[src/cdcsp_pkg.sv]
// Constants and types for the codec serial port and clocking block
// Functional notes
// - Internal master clock runs at 256 times the sample rate, 128 times with low group delay.
// - Three cascaded dividers: first two by 1/2/3, third by 1/2/4.
// - At 48 kHz, ADC modulator ticks at INTERNAL_MASTER_CLOCK/4, DAC modulator at INTERNAL_MASTER_CLOCK/2.
// - Reset returns registers to defaults and purges held sample data.
// - Reset process lasts 3072 master clock periods; no programming meanwhile.
// - Serial data in sampled after reset: high selects slave, low master.
// - Seven 10-bit control registers via 16-bit words; peak register read-only.
// - Control word has read/write flag, address, data; reads ignore data.
// - Control registers are written only through the serial port; Wishbone can only read them.
// - Mixed mode uses separate control and data slots, each with frame sync.
// - After reset the port starts in mixed control-and-audio mode.
// - Data mode has one frame sync per sample and no control slot.
// - After entering data mode, control changes are ignored until reset.
// - Audio words are 16, 20 or 24 bits, defaulting to 16.
// - In master operation the device drives frame sync and bit clock.
// - A control bit switches the on-chip voltage reference on; it is off after reset.
// - Word layout: flag bit 15, address 14-11, zero bit 10, data 9-0.
// - Read data returns at the next sample interval.
// - Low group delay makes the sample rate INTERNAL_MASTER_CLOCK/128.
package cdcsp_pkg;
  localparam int NUM_CREG = 7;
  localparam int CREG_W = 10;
  localparam int CR_A = 0;
  localparam int CR_B = 1;
  localparam int CR_C = 2;
  localparam int CR_D = 3;
  localparam int CR_E = 4;
  localparam int CR_F = 5;
  localparam int CR_G = 6;
  localparam logic [NUM_CREG-1:0][CREG_W-1:0] CREG_RESET = {10'h000, 10'h000, 10'h000,
    10'h008, 10'h000, 10'h000, 10'h000};
  localparam int CRA_REF_BIT = 3;
  localparam int CRC_LGD_BIT = 1;
  localparam int CRC_WL_LSB = 4;
  localparam int CRD_MASTER_BIT = 0;
  localparam int CRD_MIXED_BIT = 3;
  localparam int CRE_PEAK_BIT = 5;
  localparam int PEAK_W = 6;
  localparam int NUM_PRE = 3;
  localparam int PRE_LSB = 0;
  localparam int PRE_W = 2;
  localparam logic [11:0] RESET_LAST = 12'hBFF;
  localparam logic [7:0] SAMPLE_LAST = 8'hFF;
  localparam logic [7:0] SAMPLE_LAST_LGD = 8'h7F;
  localparam logic [1:0] ADC_MOD_LAST = 2'h3;
  localparam logic DAC_MOD_LAST = 1'b1;
  localparam logic [6:0] POS_LAST = 7'h7F;
  localparam logic [6:0] POS_LAST_LGD = 7'h3F;
  localparam logic [6:0] POS_MID_PRE = 7'h3F;
  localparam logic [6:0] POS_MID_PRE_LGD = 7'h1F;
  localparam int AUDIO_W = 24;
  localparam int CTRL_W = 16;
  localparam logic [4:0] LEN_CTRL = 5'h10;
  localparam logic [4:0] LEN_16 = 5'h10;
  localparam logic [4:0] LEN_20 = 5'h14;
  localparam logic [4:0] LEN_24 = 5'h18;
  localparam logic [1:0] WL_20 = 2'h1;
  localparam logic [1:0] WL_24 = 2'h2;
  localparam logic [7:0] WB_STATUS = 8'h00;
  localparam logic [7:0] WB_TXAUDIO = 8'h04;
  localparam logic [7:0] WB_RXAUDIO = 8'h08;
  localparam logic [7:0] WB_CREG_BASE = 8'h40;
  localparam int STAT_BUSY = 0;
  localparam int STAT_MASTER = 1;
  localparam int STAT_DATAMODE = 2;

  typedef struct packed {
    logic rw;
    logic [3:0] addr;
    logic rsvd;
    logic [CREG_W-1:0] data;
  } cdcsp_ctrl_word_t;

  typedef struct packed {
    logic internal_master_clock;
    logic sample;
    logic adcMod;
    logic dacMod;
  } cdcsp_ticks_t;

  typedef enum logic [1:0] {ST_RESET = 2'b01, ST_RUN = 2'b10} cdcsp_state_t;

  // Last count of a divider stage; the third stage offers four instead of three
  function automatic logic [1:0] divLast(input logic [1:0] code, input logic third);
    unique case (code)
      2'h1: divLast = 2'h1;
      2'h2: divLast = third ? 2'h3 : 2'h2;
      default: divLast = 2'h0;
    endcase
  endfunction : divLast
endpackage : cdcsp_pkg

[src/cdcsp_top.sv]
// Codec serial port, master clock prescalers and reset sequence
`timescale 1ns/1ps
module cdcsp_top (
  input wire logic clk_sys, // System clock
  input wire logic rst_b, // Asynchronous reset, active low
  input wire logic clkEn, // Freezes all state while low
  input wire logic mclkIn, // External master clock level
  input wire logic dinIn, // Serial data into the device
  output logic doutOut, // Serial data out of the device
  input wire logic fsIn, // Frame sync pin level
  output logic fsOut, // Frame sync driven level
  output logic fsOe_b, // Frame sync enable, low while driving
  input wire logic sclkIn, // Serial bit clock pin level
  output logic sclkOut, // Serial bit clock driven level
  output logic sclkOe_b, // Bit clock enable, low while driving
  input wire logic [5:0] peakIn, // ADC peak level from converter
  output logic refEnable, // On-chip reference enable
  output cdcsp_pkg::cdcsp_ticks_t ticks, // Clock tick pulses
  input wire logic wb_cyc_i, // Wishbone cycle
  input wire logic wb_stb_i, // Wishbone strobe
  input wire logic wb_we_i, // Wishbone write enable
  input wire logic [7:0] wb_adr_i, // Wishbone byte address
  input wire logic [3:0] wb_sel_i, // Wishbone byte selects
  input wire logic [31:0] wb_dat_i, // Wishbone write data
  output logic [31:0] wb_dat_o, // Wishbone read data
  output logic wb_ack_o // Wishbone acknowledge
);
  cdcsp_pkg::cdcsp_state_t stateReg;
  logic busy;
  logic resetDone;
  logic [11:0] mclkCnt;
  logic mclkPrev;
  logic mclkRise;
  logic [cdcsp_pkg::CREG_W-1:0] cregs [cdcsp_pkg::NUM_CREG];
  logic masterMode;
  logic mixedMode;
  logic dataMode;
  logic lgd;
  logic [cdcsp_pkg::NUM_PRE:0] stageTick;
  logic [1:0] stageCnt [cdcsp_pkg::NUM_PRE];
  logic [1:0] stageLast [cdcsp_pkg::NUM_PRE];
  logic imTick;
  logic [7:0] imCnt;
  logic [7:0] sampleLast;
  logic sampleTick;
  logic sclkReg;
  logic fsReg;
  logic [6:0] bitPos;
  logic [6:0] posNext;
  logic [6:0] posLast;
  logic [6:0] posMid;
  logic sclkPrev;
  logic sclkNow;
  logic fsNow;
  logic bitRise;
  logic bitFall;
  logic armed;
  logic active;
  logic isCtrl;
  logic slotPhase;
  logic [4:0] bitCnt;
  logic [4:0] frameLen;
  logic [4:0] wordLen;
  logic [cdcsp_pkg::AUDIO_W-1:0] txShift;
  logic [cdcsp_pkg::AUDIO_W-1:0] rxShift;
  logic [cdcsp_pkg::AUDIO_W-1:0] rxWord;
  logic frameDone;
  logic ctrlLoad;
  cdcsp_pkg::cdcsp_ctrl_word_t cw;
  logic cwWrite;
  logic readPend;
  logic [3:0] readAddr;
  cdcsp_pkg::cdcsp_ctrl_word_t replyWord;
  logic peakClear;
  logic [5:0] peakBase;
  logic [cdcsp_pkg::AUDIO_W-1:0] txAudioReg;
  logic [cdcsp_pkg::AUDIO_W-1:0] rxAudioReg;
  logic ackReg;
  logic wbReq;
  logic wbWrite;
  logic [31:0] rdData;

  assign busy = (stateReg == cdcsp_pkg::ST_RESET);
  assign mclkRise = mclkIn & ~mclkPrev;
  assign resetDone = busy & mclkRise & (mclkCnt == cdcsp_pkg::RESET_LAST);
  assign masterMode = cregs[cdcsp_pkg::CR_D][cdcsp_pkg::CRD_MASTER_BIT];
  assign mixedMode = cregs[cdcsp_pkg::CR_D][cdcsp_pkg::CRD_MIXED_BIT];
  assign dataMode = ~mixedMode;
  assign lgd = cregs[cdcsp_pkg::CR_C][cdcsp_pkg::CRC_LGD_BIT];
  assign refEnable = cregs[cdcsp_pkg::CR_A][cdcsp_pkg::CRA_REF_BIT];

  always_ff @(posedge clk_sys or negedge rst_b)
  begin
    if (!rst_b)
      mclkPrev <= 1'b0;
    else if (clkEn)
      mclkPrev <= mclkIn;
  end

  // Reset process counts master clock periods before the port comes alive
  always_ff @(posedge clk_sys or negedge rst_b)
  begin
    if (!rst_b)
    begin
      stateReg <= cdcsp_pkg::ST_RESET;
      mclkCnt <= 12'h000;
    end
    else if (clkEn)
    begin
      unique case (stateReg)
        cdcsp_pkg::ST_RESET:
        begin
          if (resetDone)
            stateReg <= cdcsp_pkg::ST_RUN;
          else if (mclkRise)
            mclkCnt <= mclkCnt + 12'h001;
        end
        cdcsp_pkg::ST_RUN:
          stateReg <= cdcsp_pkg::ST_RUN;
        default:
          stateReg <= cdcsp_pkg::ST_RESET;
      endcase
    end
  end

  // Cascaded prescalers; each stage passes every Nth tick of the one before
  assign stageTick[0] = mclkRise & ~busy;
  for (genvar g = 0; g < cdcsp_pkg::NUM_PRE; g++)
  begin : g_pre
    assign stageLast[g] = cdcsp_pkg::divLast(
      cregs[cdcsp_pkg::CR_B][cdcsp_pkg::PRE_LSB + cdcsp_pkg::PRE_W*g +: cdcsp_pkg::PRE_W],
      g == cdcsp_pkg::NUM_PRE - 1);
    assign stageTick[g+1] = stageTick[g] & (stageCnt[g] >= stageLast[g]);
    always_ff @(posedge clk_sys or negedge rst_b)
    begin
      if (!rst_b)
        stageCnt[g] <= 2'h0;
      else if (clkEn && stageTick[g])
        stageCnt[g] <= (stageCnt[g] >= stageLast[g]) ? 2'h0 : stageCnt[g] + 2'h1;
    end
  end
  assign imTick = stageTick[cdcsp_pkg::NUM_PRE];

  // Sample interval from the internal master clock
  assign sampleLast = lgd ? cdcsp_pkg::SAMPLE_LAST_LGD : cdcsp_pkg::SAMPLE_LAST;
  assign sampleTick = imTick & (imCnt >= sampleLast);

  always_ff @(posedge clk_sys or negedge rst_b)
  begin
    if (!rst_b)
    begin
      imCnt <= 8'h00;
      ticks <= '0;
    end
    else if (clkEn)
    begin
      if (imTick)
        imCnt <= sampleTick ? 8'h00 : imCnt + 8'h01;
      ticks.internal_master_clock <= imTick;
      ticks.sample <= sampleTick;
      ticks.adcMod <= imTick & (imCnt[1:0] == cdcsp_pkg::ADC_MOD_LAST);
      ticks.dacMod <= imTick & (imCnt[0] == cdcsp_pkg::DAC_MOD_LAST);
    end
  end

  // Master bit clock and frame sync; sync marks the bit before each slot
  assign posLast = lgd ? cdcsp_pkg::POS_LAST_LGD : cdcsp_pkg::POS_LAST;
  assign posMid = lgd ? cdcsp_pkg::POS_MID_PRE_LGD : cdcsp_pkg::POS_MID_PRE;
  assign posNext = (bitPos >= posLast) ? 7'h00 : bitPos + 7'h01;

  always_ff @(posedge clk_sys or negedge rst_b)
  begin
    if (!rst_b)
    begin
      sclkReg <= 1'b0;
      fsReg <= 1'b0;
      bitPos <= 7'h00;
    end
    else if (clkEn)
    begin
      if (busy || !masterMode)
      begin
        sclkReg <= 1'b0;
        fsReg <= 1'b0;
        bitPos <= 7'h00;
      end
      else if (imTick)
      begin
        sclkReg <= ~sclkReg;
        if (sclkReg)
        begin
          bitPos <= posNext;
          fsReg <= (posNext == posLast) | (mixedMode & (posNext == posMid));
        end
      end
    end
  end

  assign sclkOut = sclkReg;
  assign fsOut = fsReg;
  assign sclkOe_b = ~(masterMode & ~busy);
  assign fsOe_b = ~(masterMode & ~busy);
  assign sclkNow = masterMode ? sclkReg : sclkIn;
  assign fsNow = masterMode ? fsReg : fsIn;
  assign bitRise = sclkNow & ~sclkPrev & ~busy;
  assign bitFall = ~sclkNow & sclkPrev & ~busy;

  always_ff @(posedge clk_sys or negedge rst_b)
  begin
    if (!rst_b)
      sclkPrev <= 1'b0;
    else if (clkEn)
      sclkPrev <= sclkNow;
  end

  // Frame engine: sync at a rising edge, first bit out at the next fall
  always_comb
  begin
    unique case (cregs[cdcsp_pkg::CR_C][cdcsp_pkg::CRC_WL_LSB +: 2])
      cdcsp_pkg::WL_20: wordLen = cdcsp_pkg::LEN_20;
      cdcsp_pkg::WL_24: wordLen = cdcsp_pkg::LEN_24;
      default: wordLen = cdcsp_pkg::LEN_16;
    endcase
  end
  assign frameLen = isCtrl ? cdcsp_pkg::LEN_CTRL : wordLen;
  assign rxWord = {rxShift[cdcsp_pkg::AUDIO_W-2:0], dinIn};
  assign frameDone = bitRise & active & (bitCnt == frameLen - 5'h01);
  assign ctrlLoad = bitFall & armed & isCtrl;
  assign doutOut = txShift[cdcsp_pkg::AUDIO_W-1];

  always_ff @(posedge clk_sys or negedge rst_b)
  begin
    if (!rst_b)
    begin
      armed <= 1'b0;
      active <= 1'b0;
      isCtrl <= 1'b0;
      slotPhase <= 1'b0;
      bitCnt <= 5'h00;
      txShift <= '0;
      rxShift <= '0;
      rxAudioReg <= '0;
    end
    else if (clkEn)
    begin
      if (busy)
      begin
        armed <= 1'b0;
        active <= 1'b0;
        slotPhase <= 1'b0;
        txShift <= '0;
        rxShift <= '0;
        rxAudioReg <= '0;
      end
      else if (bitRise)
      begin
        if (fsNow)
        begin
          armed <= 1'b1;
          isCtrl <= mixedMode & ~slotPhase;
          slotPhase <= mixedMode & ~slotPhase;
        end
        if (active)
        begin
          rxShift <= rxWord;
          bitCnt <= bitCnt + 5'h01;
        end
        if (frameDone)
        begin
          active <= 1'b0;
          txShift <= '0;
          if (!isCtrl)
            rxAudioReg <= rxWord << (5'(cdcsp_pkg::AUDIO_W) - frameLen);
        end
      end
      else if (bitFall)
      begin
        if (armed)
        begin
          armed <= 1'b0;
          active <= 1'b1;
          bitCnt <= 5'h00;
          rxShift <= '0;
          txShift <= isCtrl ? {replyWord, 8'h00} : txAudioReg;
        end
        else if (active)
          txShift <= txShift << 1;
      end
    end
  end

  // Control words: writes land at once, reads answer at the next sample
  assign cw = cdcsp_pkg::cdcsp_ctrl_word_t'(rxWord[cdcsp_pkg::CTRL_W-1:0]);
  assign cwWrite = frameDone & isCtrl & cw.rw & mixedMode
    & (cw.addr < 4'(cdcsp_pkg::NUM_CREG)) & (cw.addr != 4'(cdcsp_pkg::CR_F));
  assign peakClear = clkEn & readPend & sampleTick & (readAddr == 4'(cdcsp_pkg::CR_F));
  assign peakBase = peakClear ? 6'h00 : cregs[cdcsp_pkg::CR_F][cdcsp_pkg::PEAK_W-1:0];

  always_ff @(posedge clk_sys or negedge rst_b)
  begin
    if (!rst_b)
    begin
      readPend <= 1'b0;
      readAddr <= 4'h0;
      replyWord <= '0;
    end
    else if (clkEn)
    begin
      if (busy)
      begin
        readPend <= 1'b0;
        replyWord <= '0;
      end
      else
      begin
        if (frameDone && isCtrl && !cw.rw)
        begin
          readPend <= 1'b1;
          readAddr <= cw.addr;
        end
        else if (readPend && sampleTick)
          readPend <= 1'b0;
        if (readPend && sampleTick)
        begin
          replyWord.rw <= 1'b0;
          replyWord.addr <= readAddr;
          replyWord.rsvd <= 1'b0;
          replyWord.data <= (readAddr < 4'(cdcsp_pkg::NUM_CREG)) ? cregs[readAddr[2:0]] : '0;
        end
        else if (ctrlLoad)
          replyWord <= '0;
      end
    end
  end

  // Control registers; defaults return during reset and mode strap at its end
  always_ff @(posedge clk_sys or negedge rst_b)
  begin
    if (!rst_b)
    begin
      for (int i = 0; i < cdcsp_pkg::NUM_CREG; i++)
        cregs[i] <= cdcsp_pkg::CREG_RESET[i];
    end
    else if (clkEn)
    begin
      if (resetDone)
        cregs[cdcsp_pkg::CR_D][cdcsp_pkg::CRD_MASTER_BIT] <= ~dinIn;
      else if (cwWrite)
        cregs[cw.addr[2:0]] <= cw.data;
      if (cregs[cdcsp_pkg::CR_E][cdcsp_pkg::CRE_PEAK_BIT] && peakIn > peakBase)
        cregs[cdcsp_pkg::CR_F][cdcsp_pkg::PEAK_W-1:0] <= peakIn;
      else
        cregs[cdcsp_pkg::CR_F][cdcsp_pkg::PEAK_W-1:0] <= peakBase;
    end
  end

  // Wishbone slave: audio words and status, control registers read-only mirror
  assign wbReq = wb_cyc_i & wb_stb_i;
  assign wbWrite = wbReq & ackReg & wb_we_i & (wb_adr_i == cdcsp_pkg::WB_TXAUDIO);
  assign wb_ack_o = ackReg;

  always_comb
  begin
    rdData = 32'h0000_0000;
    if (wb_adr_i == cdcsp_pkg::WB_STATUS)
    begin
      rdData[cdcsp_pkg::STAT_BUSY] = busy;
      rdData[cdcsp_pkg::STAT_MASTER] = masterMode;
      rdData[cdcsp_pkg::STAT_DATAMODE] = dataMode;
    end
    else if (wb_adr_i == cdcsp_pkg::WB_TXAUDIO)
      rdData[cdcsp_pkg::AUDIO_W-1:0] = txAudioReg;
    else if (wb_adr_i == cdcsp_pkg::WB_RXAUDIO)
      rdData[cdcsp_pkg::AUDIO_W-1:0] = rxAudioReg;
    else if (wb_adr_i[7:5] == cdcsp_pkg::WB_CREG_BASE[7:5] && wb_adr_i[1:0] == 2'h0
             && wb_adr_i[4:2] < 3'(cdcsp_pkg::NUM_CREG))
      rdData[cdcsp_pkg::CREG_W-1:0] = cregs[wb_adr_i[4:2]];
  end

  always_ff @(posedge clk_sys or negedge rst_b)
  begin
    if (!rst_b)
    begin
      ackReg <= 1'b0;
      wb_dat_o <= 32'h0000_0000;
    end
    else if (clkEn)
    begin
      ackReg <= wbReq & ~ackReg;
      if (wbReq && !ackReg)
        wb_dat_o <= rdData;
    end
  end

  always_ff @(posedge clk_sys or negedge rst_b)
  begin
    if (!rst_b)
      txAudioReg <= '0;
    else if (clkEn)
    begin
      if (busy)
        txAudioReg <= '0;
      else if (wbWrite)
      begin
        for (int b = 0; b < cdcsp_pkg::AUDIO_W/8; b++)
          if (wb_sel_i[b])
            txAudioReg[8*b +: 8] <= wb_dat_i[8*b +: 8];
      end
    end
  end
endmodule : cdcsp_top

[config.mk]
export PLATFORM = sky130hd
export DESIGN_NAME = cdcsp_top
export DESIGN_NICKNAME = d
export VERILOG_FILES = /design/src/cdcsp_pkg.sv /design/src/cdcsp_top.sv
export SDC_FILE = /design/constraint.sdc
export NUM_CORES = 1
export LEC_CHECK = 0
export BUFFER_PORTS_ARGS = -buffer_cell sky130_fd_sc_hd__buf_4
export CELL_PAD_IN_SITES_DETAIL_PLACEMENT = 0
export CELL_PAD_IN_SITES_GLOBAL_PLACEMENT = 1
export CORE_ASPECT_RATIO = 0.5
export CORE_MARGIN = 2
export CORE_UTILIZATION = 48
export DETAILED_ROUTE_END_ITERATION = 8
export GPL_TIMING_DRIVEN = 0
export PLACE_DENSITY = 0.88
export SLEW_MARGIN = 5
export SYNTH_ARGS = -nofsm -noshare
export SYNTH_HDL_FRONTEND = slang
export SYNTH_SLANG_ARGS = --single-unit
[constraint.sdc]
create_clock -name clk_sys -period 3.9 [get_ports clk_sys]
set_input_delay 0.78 -clock clk_sys [delete_from_list [all_inputs] [get_ports clk_sys]]
set_output_delay 0.78 -clock clk_sys [all_outputs]
set_load 0.05 [all_outputs]
==> flow_metrics.tcl, run 1 <==
set metrics [dict create \
    ys_ff_latch 261 \
    portBuffers 79 \
    ys_types 83 \
    max_stage_delay_ps 600 \
    drc_errors 0 \
    synth_area_leaders "dfrtp_1 (46%), mux2_2 (6.0%), mux2i_1 (5.5%)" \
    routed_via_density 6.062 \
    crit_type "flop to flop" \
    crit_family "simple AND/OR/NAND/NOR gates" \
    start_util 0.4844 \
    post-dp-hpwl_um 29190 \
    place_inst 1812 \
    combPwrFrac 0.205 \
    drive_above_1_share 0.1962 \
    min_path_type "primary input to asynchronous set/reset pin" \
    drv_cap 0 \
    pwr-share-clk 0.385 \
    setup.worst_path.start_class "flop" \
    clock_skew_ps 21.47 \
    timing_hold_violations_final 0 \
    num_vias 11299 \
    worst_path_max_delay_cell "a221oi_4" \
    htree_levels 1 \
    die_w_um 245.1 \
    fin_util 0.5603 \
    detail-route-antenna-nets 0 \
    diodes 0 \
    period_minus_slack_ps 3815 \
    end_kind "flop" \
    cts_hold_buf 0 \
    fin_area_um2 16130 \
    syn_inst 1333 \
    grt_start_max_net_pins 112 \
    max-slew-margin-rel 0.1677 \
    wirelength_um 40170 \
    fillCellCount 2450 \
    leakagePower_nw 7.202 \
    synth-edff-count 0 \
    yosysSeqAreaShare 0.4685 \
    critical_path.startpoint "cregs[45]$_DFFE_PN0P_" \
    grt_pass1_wl_um 63540 \
    placed_cell_area_um2 15120 \
    power.switching_mw 2.292 \
    first_pass_iters 6 \
    setup_viol 0 \
    path_cells "or3b_1 > buf_6 > clkbuf_1 > ha_1 > xnor2_1 > nor3_2 > nand2_4 > a221oi_4 > buf_4 > mux2_1" \
    min_period_over_period 0.9782 \
    cts_buffer_depth 3 \
    required_ps 4320 \
    max_freq_mhz 262.1 \
    syn_area_per_cell_um2 10.46 \
    cts_tree "built" \
    grt_overflow 0 \
    place_ws_ps -481.3 \
    worstPathMaxFanout 10 \
    p_per_area_nw_per_um2 457.6 \
    die_area_um2 30520 \
    pin_count 103 \
    finalSetupTns_ps 0 \
    clk_root_buffer_cell "clkbuf_16" \
    rows 44 \
    reg2regPathDepth 10 \
    seqPwrFrac 0.410 \
    clock_sinks 261 \
    track_usage 0.2668 \
    synth_flop_cell "dfrtp_1" \
    insertion_delay_ps 560 \
    drv_slew 0 \
    wl_per_cell_um 21.55 \
    power_mw 7.383 \
    synthArstFlopShare 1.000 \
    die_h_um 124.5 \
    final_nets 1535 \
    crit-reg2reg-launch "cregs[45]$_DFFE_PN0P_" \
    antenna_found_initial 0 \
    tightest_slew_ps 1243 \
    layout_common_cells "dfrtp_1 (259), nand2_1 (150), o21ai_0 (116), buf_4 (95), mux2i_1 (76)" \
    drt_iter0_markers 1107 \
    hold_ws_ps 168.1 \
    status "complete, no violations" \
    grt_pass1_vias 11309 \
    synth.top_cell.area_share 0.4647 \
    power.internal_mw 5.091 \
    ir_drop_mv 0.3328 \
    cts-buffers-inserted 26 \
    core_area_um2 28790 \
    cp.buffers_inverters 3 \
    mostFrequentLayoutCell "dfrtp_1" \
    area_delta_synth_final_pct 15.67 \
    gp_congestion 0.9276 \
    swShare 0.3105 \
    final_cells 1864 \
    cp.depth 10 \
    worst_slack_ps 84.90 \
    ys.warnings.count 0 \
    mappedNetlistArea_um2 13950 \
    synth_area_leader_cell "dfrtp_1" \
    clk_pin_slew_ps 70 \
    crit_arrival_ps 4230 \
]
power by group through the flow:
stage          Combinational (mW)  Sequential, mW  Clock [mW]
4_1_cts                      1.48            3.02        2.86
3_3_place_gp                 1.41            3.06           0
6_report                     1.51            3.02        2.84
5_1_grt                      1.64            3.04        2.98
2_1_floorplan               0.948            3.06           0
3_5_place_dp                 1.47            3.07           0
routing by layer:
layer / vias up / global-route usage / part of all wire
met4: 0 / 0.06636 / 0.022
met2: 424 / 0.4159 / 0.46
met3: 69 / 0.07735 / 0.093
li1: 5082 / - / -
met1: 5724 / 0.3669 / 0.43
met5: - / 0 / 0
synthesized netlist by cell type, types with 17 or more instances:
library cell    n
nand4_1        37
mux2_2         74
ha_1           22
inv_1          65
mux4_2         20
nor2_1         58
mux2i_1        76
buf_2          17
dfrtp_1       259
nand3_1        28
a22o_1         23
clkbuf_1       59
o21ai_0       118
a21oi_1        26
nand2_1       150
o2bb2ai_1      21
o211ai_1       20
kinds of logic (layout without fill, tap and decap cells):
kind of cell | after synthesis | in the layout | synth area share
fa+ha+maj | 22 | 22 | 0.01974
other cells | 1 | 8 | 0.0002689
buf+inv | 169 | 302 | 0.05158
mux | 195 | 195 | 0.1692
flops | 261 | 261 | 0.4685
xor+xnor | 16 | 16 | 0.01139
compound gates | 309 | 309 | 0.1506
simple gates | 360 | 360 | 0.1287
worst reg2reg max path, cell delays in order, from the launching register on:
cell,delay [ps]
dfrtp_1,460
or3b_1,420
buf_6,160
clkbuf_1,240
ha_1,450
xnor2_1,160
nor3_2,380
nand2_4,130
a221oi_4,600
buf_4,320
mux2_1,350
path summary, 6_finish.rpt:
| kind | end | slack (ps) |
|---|---|---|
| worst max-delay path | txShift[21]$_DFFE_PN0P_ | 80 |
| worst min-delay path | imCnt[7]$_DFFE_PN0P_ | 170 |
| worst max register to register | txShift[21]$_DFFE_PN0P_ | 80 |
| worst min register to register | mclkCnt[11]$_DFFE_PN0P_ | 470 |
| max in group asynchronous | txAudioReg[1]$_DFFE_PN0P_ | 2440 |
| min in group clk_sys | mclkCnt[11]$_DFFE_PN0P_ | 470 |
registers in the layout (all words and copies together), names as in the netlist, 12 cells and up:
register    flops
cregs          69
rxAudioReg     24
txAudioReg     24
txShift        24
wb_dat_o       24
rxShift        23
replyWord      14
mclkCnt        12
final cells by class:
class	count	area [µm²]	area share
buffer	103	475.5	0.02947
tap	391	489.2	0.03032
sequential	261	6534	0.4050
inverter	66	247.7	0.01536
multi-input combinational	910	6740	0.4178
timing repair buffer	85	685.7	0.04250
clock buffer	38	777.0	0.04816
clock inverter	10	183.9	0.01140
what timing repair did:
| action | in CTS | in global routing |
|---|---|---|
| endpoints found under the setup margin | 111 | 6 |
| pin swaps | 0 | 2 |
| buffers inserted | 0 | 4 |
| gates resized for setup | 6 | 2 |
(Power assumes the default switching activity.)
==> inputs of run 2 (changes only) <==
--- a/config.mk
+++ b/config.mk
@@ -13,2 +13,3 @@
 export CORE_UTILIZATION = 48
+export CTS_CLUSTER_SIZE = 40
 export DETAILED_ROUTE_END_ITERATION = 8
==> constraint.sdc (replaced) <==
create_clock -name clk_sys -period 3.9 [get_ports clk_sys]
set_input_delay 0.585 -clock clk_sys [delete_from_list [all_inputs] [get_ports clk_sys]]
set_output_delay 0.585 -clock clk_sys [all_outputs]
set_load 0.05 [all_outputs]
==> run 2 against run 1 <==
Against the previous run:
- sequential power about the same
- maximum frequency up 0.60%
- clock power hardly changed
- flip-flop and latch count did not move
- register-to-register slack better by 20 ps
- wire length increased by 0.11%
- count of clock-buffer cells in the layout stayed put
- critical endpoint unchanged
==> flow_metrics.tcl, run 2 (same netlist as run 1, synthesis figures left out) <==
set metrics [dict create \
    setup.worst_path.start_class "flop" \
    grt_start_max_net_pins 112 \
    timing_hold_violations_final 0 \
    gp_congestion 0.9276 \
    worstPathMaxFanout 10 \
    min_path_type "primary input to flop" \
    diodes 0 \
    clk_root_buffer_cell "clkbuf_16" \
    antenna_found_initial 0 \
    crit_arrival_ps 4210 \
    tightest_slew_ps 1267 \
    drive_above_1_share 0.1961 \
    first_pass_iters 7 \
    grt_overflow 0 \
    htree_levels 1 \
    max_stage_delay_ps 590 \
    regMostFlops "cregs" \
    critical_path.endpoint "txShift[21]$_DFFE_PN0P_" \
    cp.buffers_inverters 3 \
    mostFrequentLayoutCell "dfrtp_1" \
    area_delta_synth_final_pct 15.74 \
    grt_pass1_wl_um 63560 \
    worst_slack_ps 107.6 \
    place_ws_ps -481.3 \
    cts_buffer_depth 3 \
    setup_viol 0 \
    num_vias 11276 \
    ir_drop_mv 0.3304 \
    crit_top_cell "buf_2" \
    largest_register_ffs 69 \
    finalSetupTns_ps 0 \
    pin_count 103 \
    wirelength_um 40220 \
    track_usage 0.2669 \
    rows 44 \
    drv_cap 0 \
    cp.depth 11 \
    end_kind "flop" \
    clock_sinks 261 \
    r2r_slack_ps 110 \
    path_cells "buf_2 > buf_2 > nor2_1 > nand2_1 > ha_1 > xnor2_1 > nor3_2 > nand2_4 > a221oi_4 > buf_4 > mux2_1" \
    routed_via_density 6.046 \
    required_ps 4320 \
    r2r_end "txShift[21]$_DFFE_PN0P_" \
    drv_slew 0 \
    p_per_area_nw_per_um2 457.4 \
    final_nets 1536 \
    crit_family "buffers and inverters" \
    drt_iter0_markers 937 \
    detail-route-antenna-nets 0 \
    insertion_delay_ps 560 \
    die_h_um 124.5 \
    max-slew-margin-rel 0.1514 \
    portBuffers 79 \
    die_area_um2 30520 \
    leakagePower_nw 7.206 \
    post-dp-hpwl_um 29190 \
    die_w_um 245.1 \
    start_util 0.4844 \
    power_mw 7.384 \
    drc_errors 0 \
    period_minus_slack_ps 3792 \
    core_area_um2 28790 \
    worst_path_max_delay_cell "a221oi_4" \
    wl_per_cell_um 21.56 \
    cts_tree "built" \
    clock_skew_ps 23.71 \
    layout_common_cells "dfrtp_1 (259), nand2_1 (150), o21ai_0 (116), buf_4 (95), mux2i_1 (76)" \
    reg2regPathDepth 11 \
    grt_pass1_vias 11310 \
    max_freq_mhz 263.7 \
    cts-buffers-inserted 26 \
    crit-reg2reg-launch "isCtrl$_DFFE_PN0P_" \
    status "complete, no violations" \
    min_period_over_period 0.9724 \
    clk_pin_slew_ps 60 \
    crit_type "flop to flop" \
    critical_path.startpoint "isCtrl$_DFFE_PN0P_" \
]
run 2: cell types whose count changed in the layout (fill, tap and decap cells not counted):
cell	previous run	this run
dlygate4sd3_1	0	1
run 2: per-layer routing:
| metal | share of wire | up-vias | routed length (µm) | track usage |
|---|---|---|---|---|
| li1 | - | 5079 | - | - |
| met1 | 0.44 | 5745 | 17600 | 0.3671 |
| met2 | 0.46 | 389 | 18370 | 0.4159 |
| met3 | 0.084 | 63 | 3362 | 0.07735 |
| met4 | 0.022 | 0 | 879 | 0.06636 |
| met5 | 0 | - | 0 | 0 |
run 2: area by class of cell:
type	count	area, µm²
buffer	103	475.5
clock buffer	38	777.0
clock inverter	10	183.9
fill	2450	12650
inverter	66	247.7
multi-input combinational	910	6740
sequential	261	6534
tap	391	489.2
timing repair buffer	86	695.7
run 2: report_power, final:
group | total, mW | leakage [nW] | switching (mW) | internal [mW]
logic | 1.51 | 3.18 | 1.01 | 0.499
clock network | 2.85 | 0.465 | 1.13 | 1.71
registers | 3.02 | 3.56 | 0.146 | 2.88
total | 7.38 | 7.21 | 2.29 | 5.09
run 2: worst min-delay path by stage:
stage                                        from                       to  cells past startpoint
after floorplan                             rst_b       active$_DFFE_PN0P_                      0
after global placement    mclkCnt[11]$_DFFE_PN0P_  mclkCnt[11]$_DFFE_PN0P_                      1
after detailed placement  mclkCnt[11]$_DFFE_PN0P_  mclkCnt[11]$_DFFE_PN0P_                      1
after CTS                                  mclkIn     mclkPrev$_DFFE_PN0P_                      2
after global routing                       mclkIn     mclkPrev$_DFFE_PN0P_                      2
final                                      mclkIn     mclkPrev$_DFFE_PN0P_                      2
run 2: metrics by stage:
step / utilization / std cells / area [µm²] / hold WS [ps]
3_3_place_gp: 0.5229 / 1810 / 15060 / 454.4
6_report: 0.5607 / 1865 / 16140 / 292.6
2_1_floorplan: - / 1340 / 13970 / 289.4
3_5_place_dp: 0.5251 / 1812 / 15120 / 460.8
4_1_cts: 0.5594 / 1861 / 16110 / 278.3
5_1_grt: 0.5607 / 1865 / 16140 / 285.8
run 2: what timing repair did:
action,in CTS,in global routing
endpoints found under the setup margin,111,6
hold buffers,1,0
pin swaps,0,2
buffers inserted,0,4
endpoints found under the hold margin,9,0
resized for setup,6,2
==> inputs of run 3 (changes only) <==
Settings changed: RECOVER_POWER set to 25.
==> run 3 against run 2 <==
Against the previous run:
- cell count unchanged
- utilization shrank 0.10 points
- register-to-register slack lost 20 ps
- die area stayed put
- largest cell class unchanged
- flip-flop and latch count unchanged
- count of clock-buffer cells in the layout is the same
- clock skew down 0.90 ps
- the run now ends with capacitance limit, slew limit left
==> flow_metrics.tcl, run 3 (same netlist as run 1, synthesis figures left out) <==
set metrics [dict create \
    routed_via_density 6.031 \
    whs_path_depth 2 \
    grt-busiest-layer "met2" \
    place_ws_ps -481.3 \
    worstPathMaxFanout 10 \
    htree_levels 1 \
    ir_drop_mv 0.3324 \
    insertion_delay_ps 560 \
    fillCellCount 2454 \
    worst_slack_ps 86.36 \
    max-slew-margin-rel -0.1982 \
    r2r_end "txShift[21]$_DFFE_PN0P_" \
    critical_path.startpoint "cregs[45]$_DFFE_PN0P_" \
    worst_path_max_delay_cell "a221oi_4" \
    min_path_type "primary input to flop" \
    mostFrequentLayoutCell "dfrtp_1" \
    max_freq_mhz 262.2 \
    grt_util_met3 0.07735 \
    rows 44 \
    use_met2 0.4159 \
    wl_per_cell_um 21.50 \
    finalSetupTns_ps 0 \
    placed_cell_area_um2 15120 \
    start_util 0.4844 \
    clock_sinks 261 \
    leakagePower_nw 7.180 \
    largest_register_ffs 69 \
    final_cells 1865 \
    wirelength_um 40090 \
    period_minus_slack_ps 3814 \
    setup.worst_path.start_class "flop" \
    die_area_um2 30520 \
    area_delta_synth_final_pct 15.53 \
    path_cells "or3b_1 > buf_6 > clkbuf_1 > ha_1 > xnor2_1 > nor3_2 > nand2_4 > a221oi_4 > buf_4 > mux2_1" \
    first_pass_iters 5 \
    tightest_slew_ps 1797 \
    place_inst 1812 \
    final_nets 1536 \
    diodes 0 \
    grt_overflow 0 \
    drt_iter0_markers 1070 \
    r2r_slack_ps 90 \
    regArea_um2 6534 \
    cts-buffers-inserted 26 \
    track_usage 0.2669 \
    status "finished, violations left" \
    drv_cap 1 \
    holdCritStartpoint "mclkIn" \
    cp.buffers_inverters 3 \
    detail-route-antenna-nets 0 \
    cts_buffer_depth 3 \
    clk_root_buffer_cell "clkbuf_16" \
    cts_tree "built" \
    antenna_found_initial 0 \
    multiInputGateArea_um2 6740 \
    reg2regPathDepth 10 \
    grt_pass1_wl_um 63560 \
    gp_congestion 0.9276 \
    crit_family "simple AND/OR/NAND/NOR gates" \
    regMostFlops "cregs" \
    drive_above_1_share 0.1920 \
    post-dp-hpwl_um 29190 \
    core_area_um2 28790 \
    portBuffers 79 \
    crit-reg2reg-launch "cregs[45]$_DFFE_PN0P_" \
    violations "capacitance limit, slew limit" \
    grt_start_max_net_pins 112 \
    grt_pass1_vias 11310 \
    setup_viol 0 \
    p_per_area_nw_per_um2 458.0 \
    clock_skew_ps 22.80 \
    fin_area_um2 16110 \
    drc_errors 0 \
    max_stage_delay_ps 600 \
    end_kind "flop" \
    die_w_um 245.1 \
    crit_type "flop to flop" \
    num_vias 11248 \
    layout_common_cells "dfrtp_1 (259), nand2_1 (150), o21ai_0 (116), buf_4 (90), mux2i_1 (76)" \
    clk_pin_slew_ps 70 \
    die_h_um 124.5 \
    min_period_over_period 0.9779 \
    crit_arrival_ps 4230 \
    met1_usage 0.3671 \
    min_to "mclkPrev$_DFFE_PN0P_" \
    timing_hold_violations_final 0 \
    required_ps 4320 \
    pin_count 103 \
    drv_slew 69 \
]
==> run 3: layout make-up <==
| type | instances | area share |
|---|---|---|
| inverter | 66 | 0.01538 |
| clock inverter | 10 | 0.01141 |
| tap | 391 | 0.03036 |
| multi-input combinational | 910 | 0.4183 |
| buffer | 103 | 0.02943 |
| sequential | 261 | 0.4055 |
| clock buffer | 38 | 0.04822 |
| timing repair buffer | 86 | 0.04139 |
==> run 3: routing by layer <==
layer	part of all wire	up-vias
met5	0	-
met4	0.023	0
met3	0.093	65
met2	0.46	415
met1	0.43	5687
li1	-	5081
==> run 3: worst max-delay path by stage <==
stage	to	cells after the start
after global routing	cregs[11]$_DFFE_PN0P_	15
after detailed placement	cregs[13]$_DFFE_PN0P_	14
after CTS	cregs[13]$_DFFE_PN0P_	14
final	txShift[21]$_DFFE_PN0P_	10
after global placement	cregs[11]$_DFFE_PN0P_	14
after floorplan	cregs[10]$_DFFE_PN0P_	14
==> run 3: worst reg2reg max path: cells and delay by family (launching register included) <==
kind	cells	cell delay [ps]
simple gates	3	920
buf+inv	3	720
compound gates	1	600
flops	1	460
fa+ha+maj	1	450
mux	1	350
xor+xnor	1	160
==> run 3: what timing repair did <==
action / CTS / global route
endpoints found under the hold margin: 9 / 0
endpoints found under the setup margin: 111 / 6
setup buffers: 0 / 4
hold buffers: 1 / 0
gates resized for setup: 6 / 2
pin swaps: 0 / 2
==> run 3: metrics by stage <==
step	hold slack (ps)	total power, mW	util
2_1_floorplan	289.4	4.010	-
3_3_place_gp	454.4	4.470	0.5229
3_5_place_dp	460.8	4.539	0.5251
4_1_cts	278.3	7.362	0.5594
5_1_grt	285.8	7.662	0.5596
6_report	292.0	7.380	0.5596
==> run 3: report_power, final <==
group | internal, mW | total [mW] | switching [mW]
clock network | 1.71 | 2.84 | 1.13
logic | 0.497 | 1.51 | 1.02
registers | 2.88 | 3.02 | 0.147
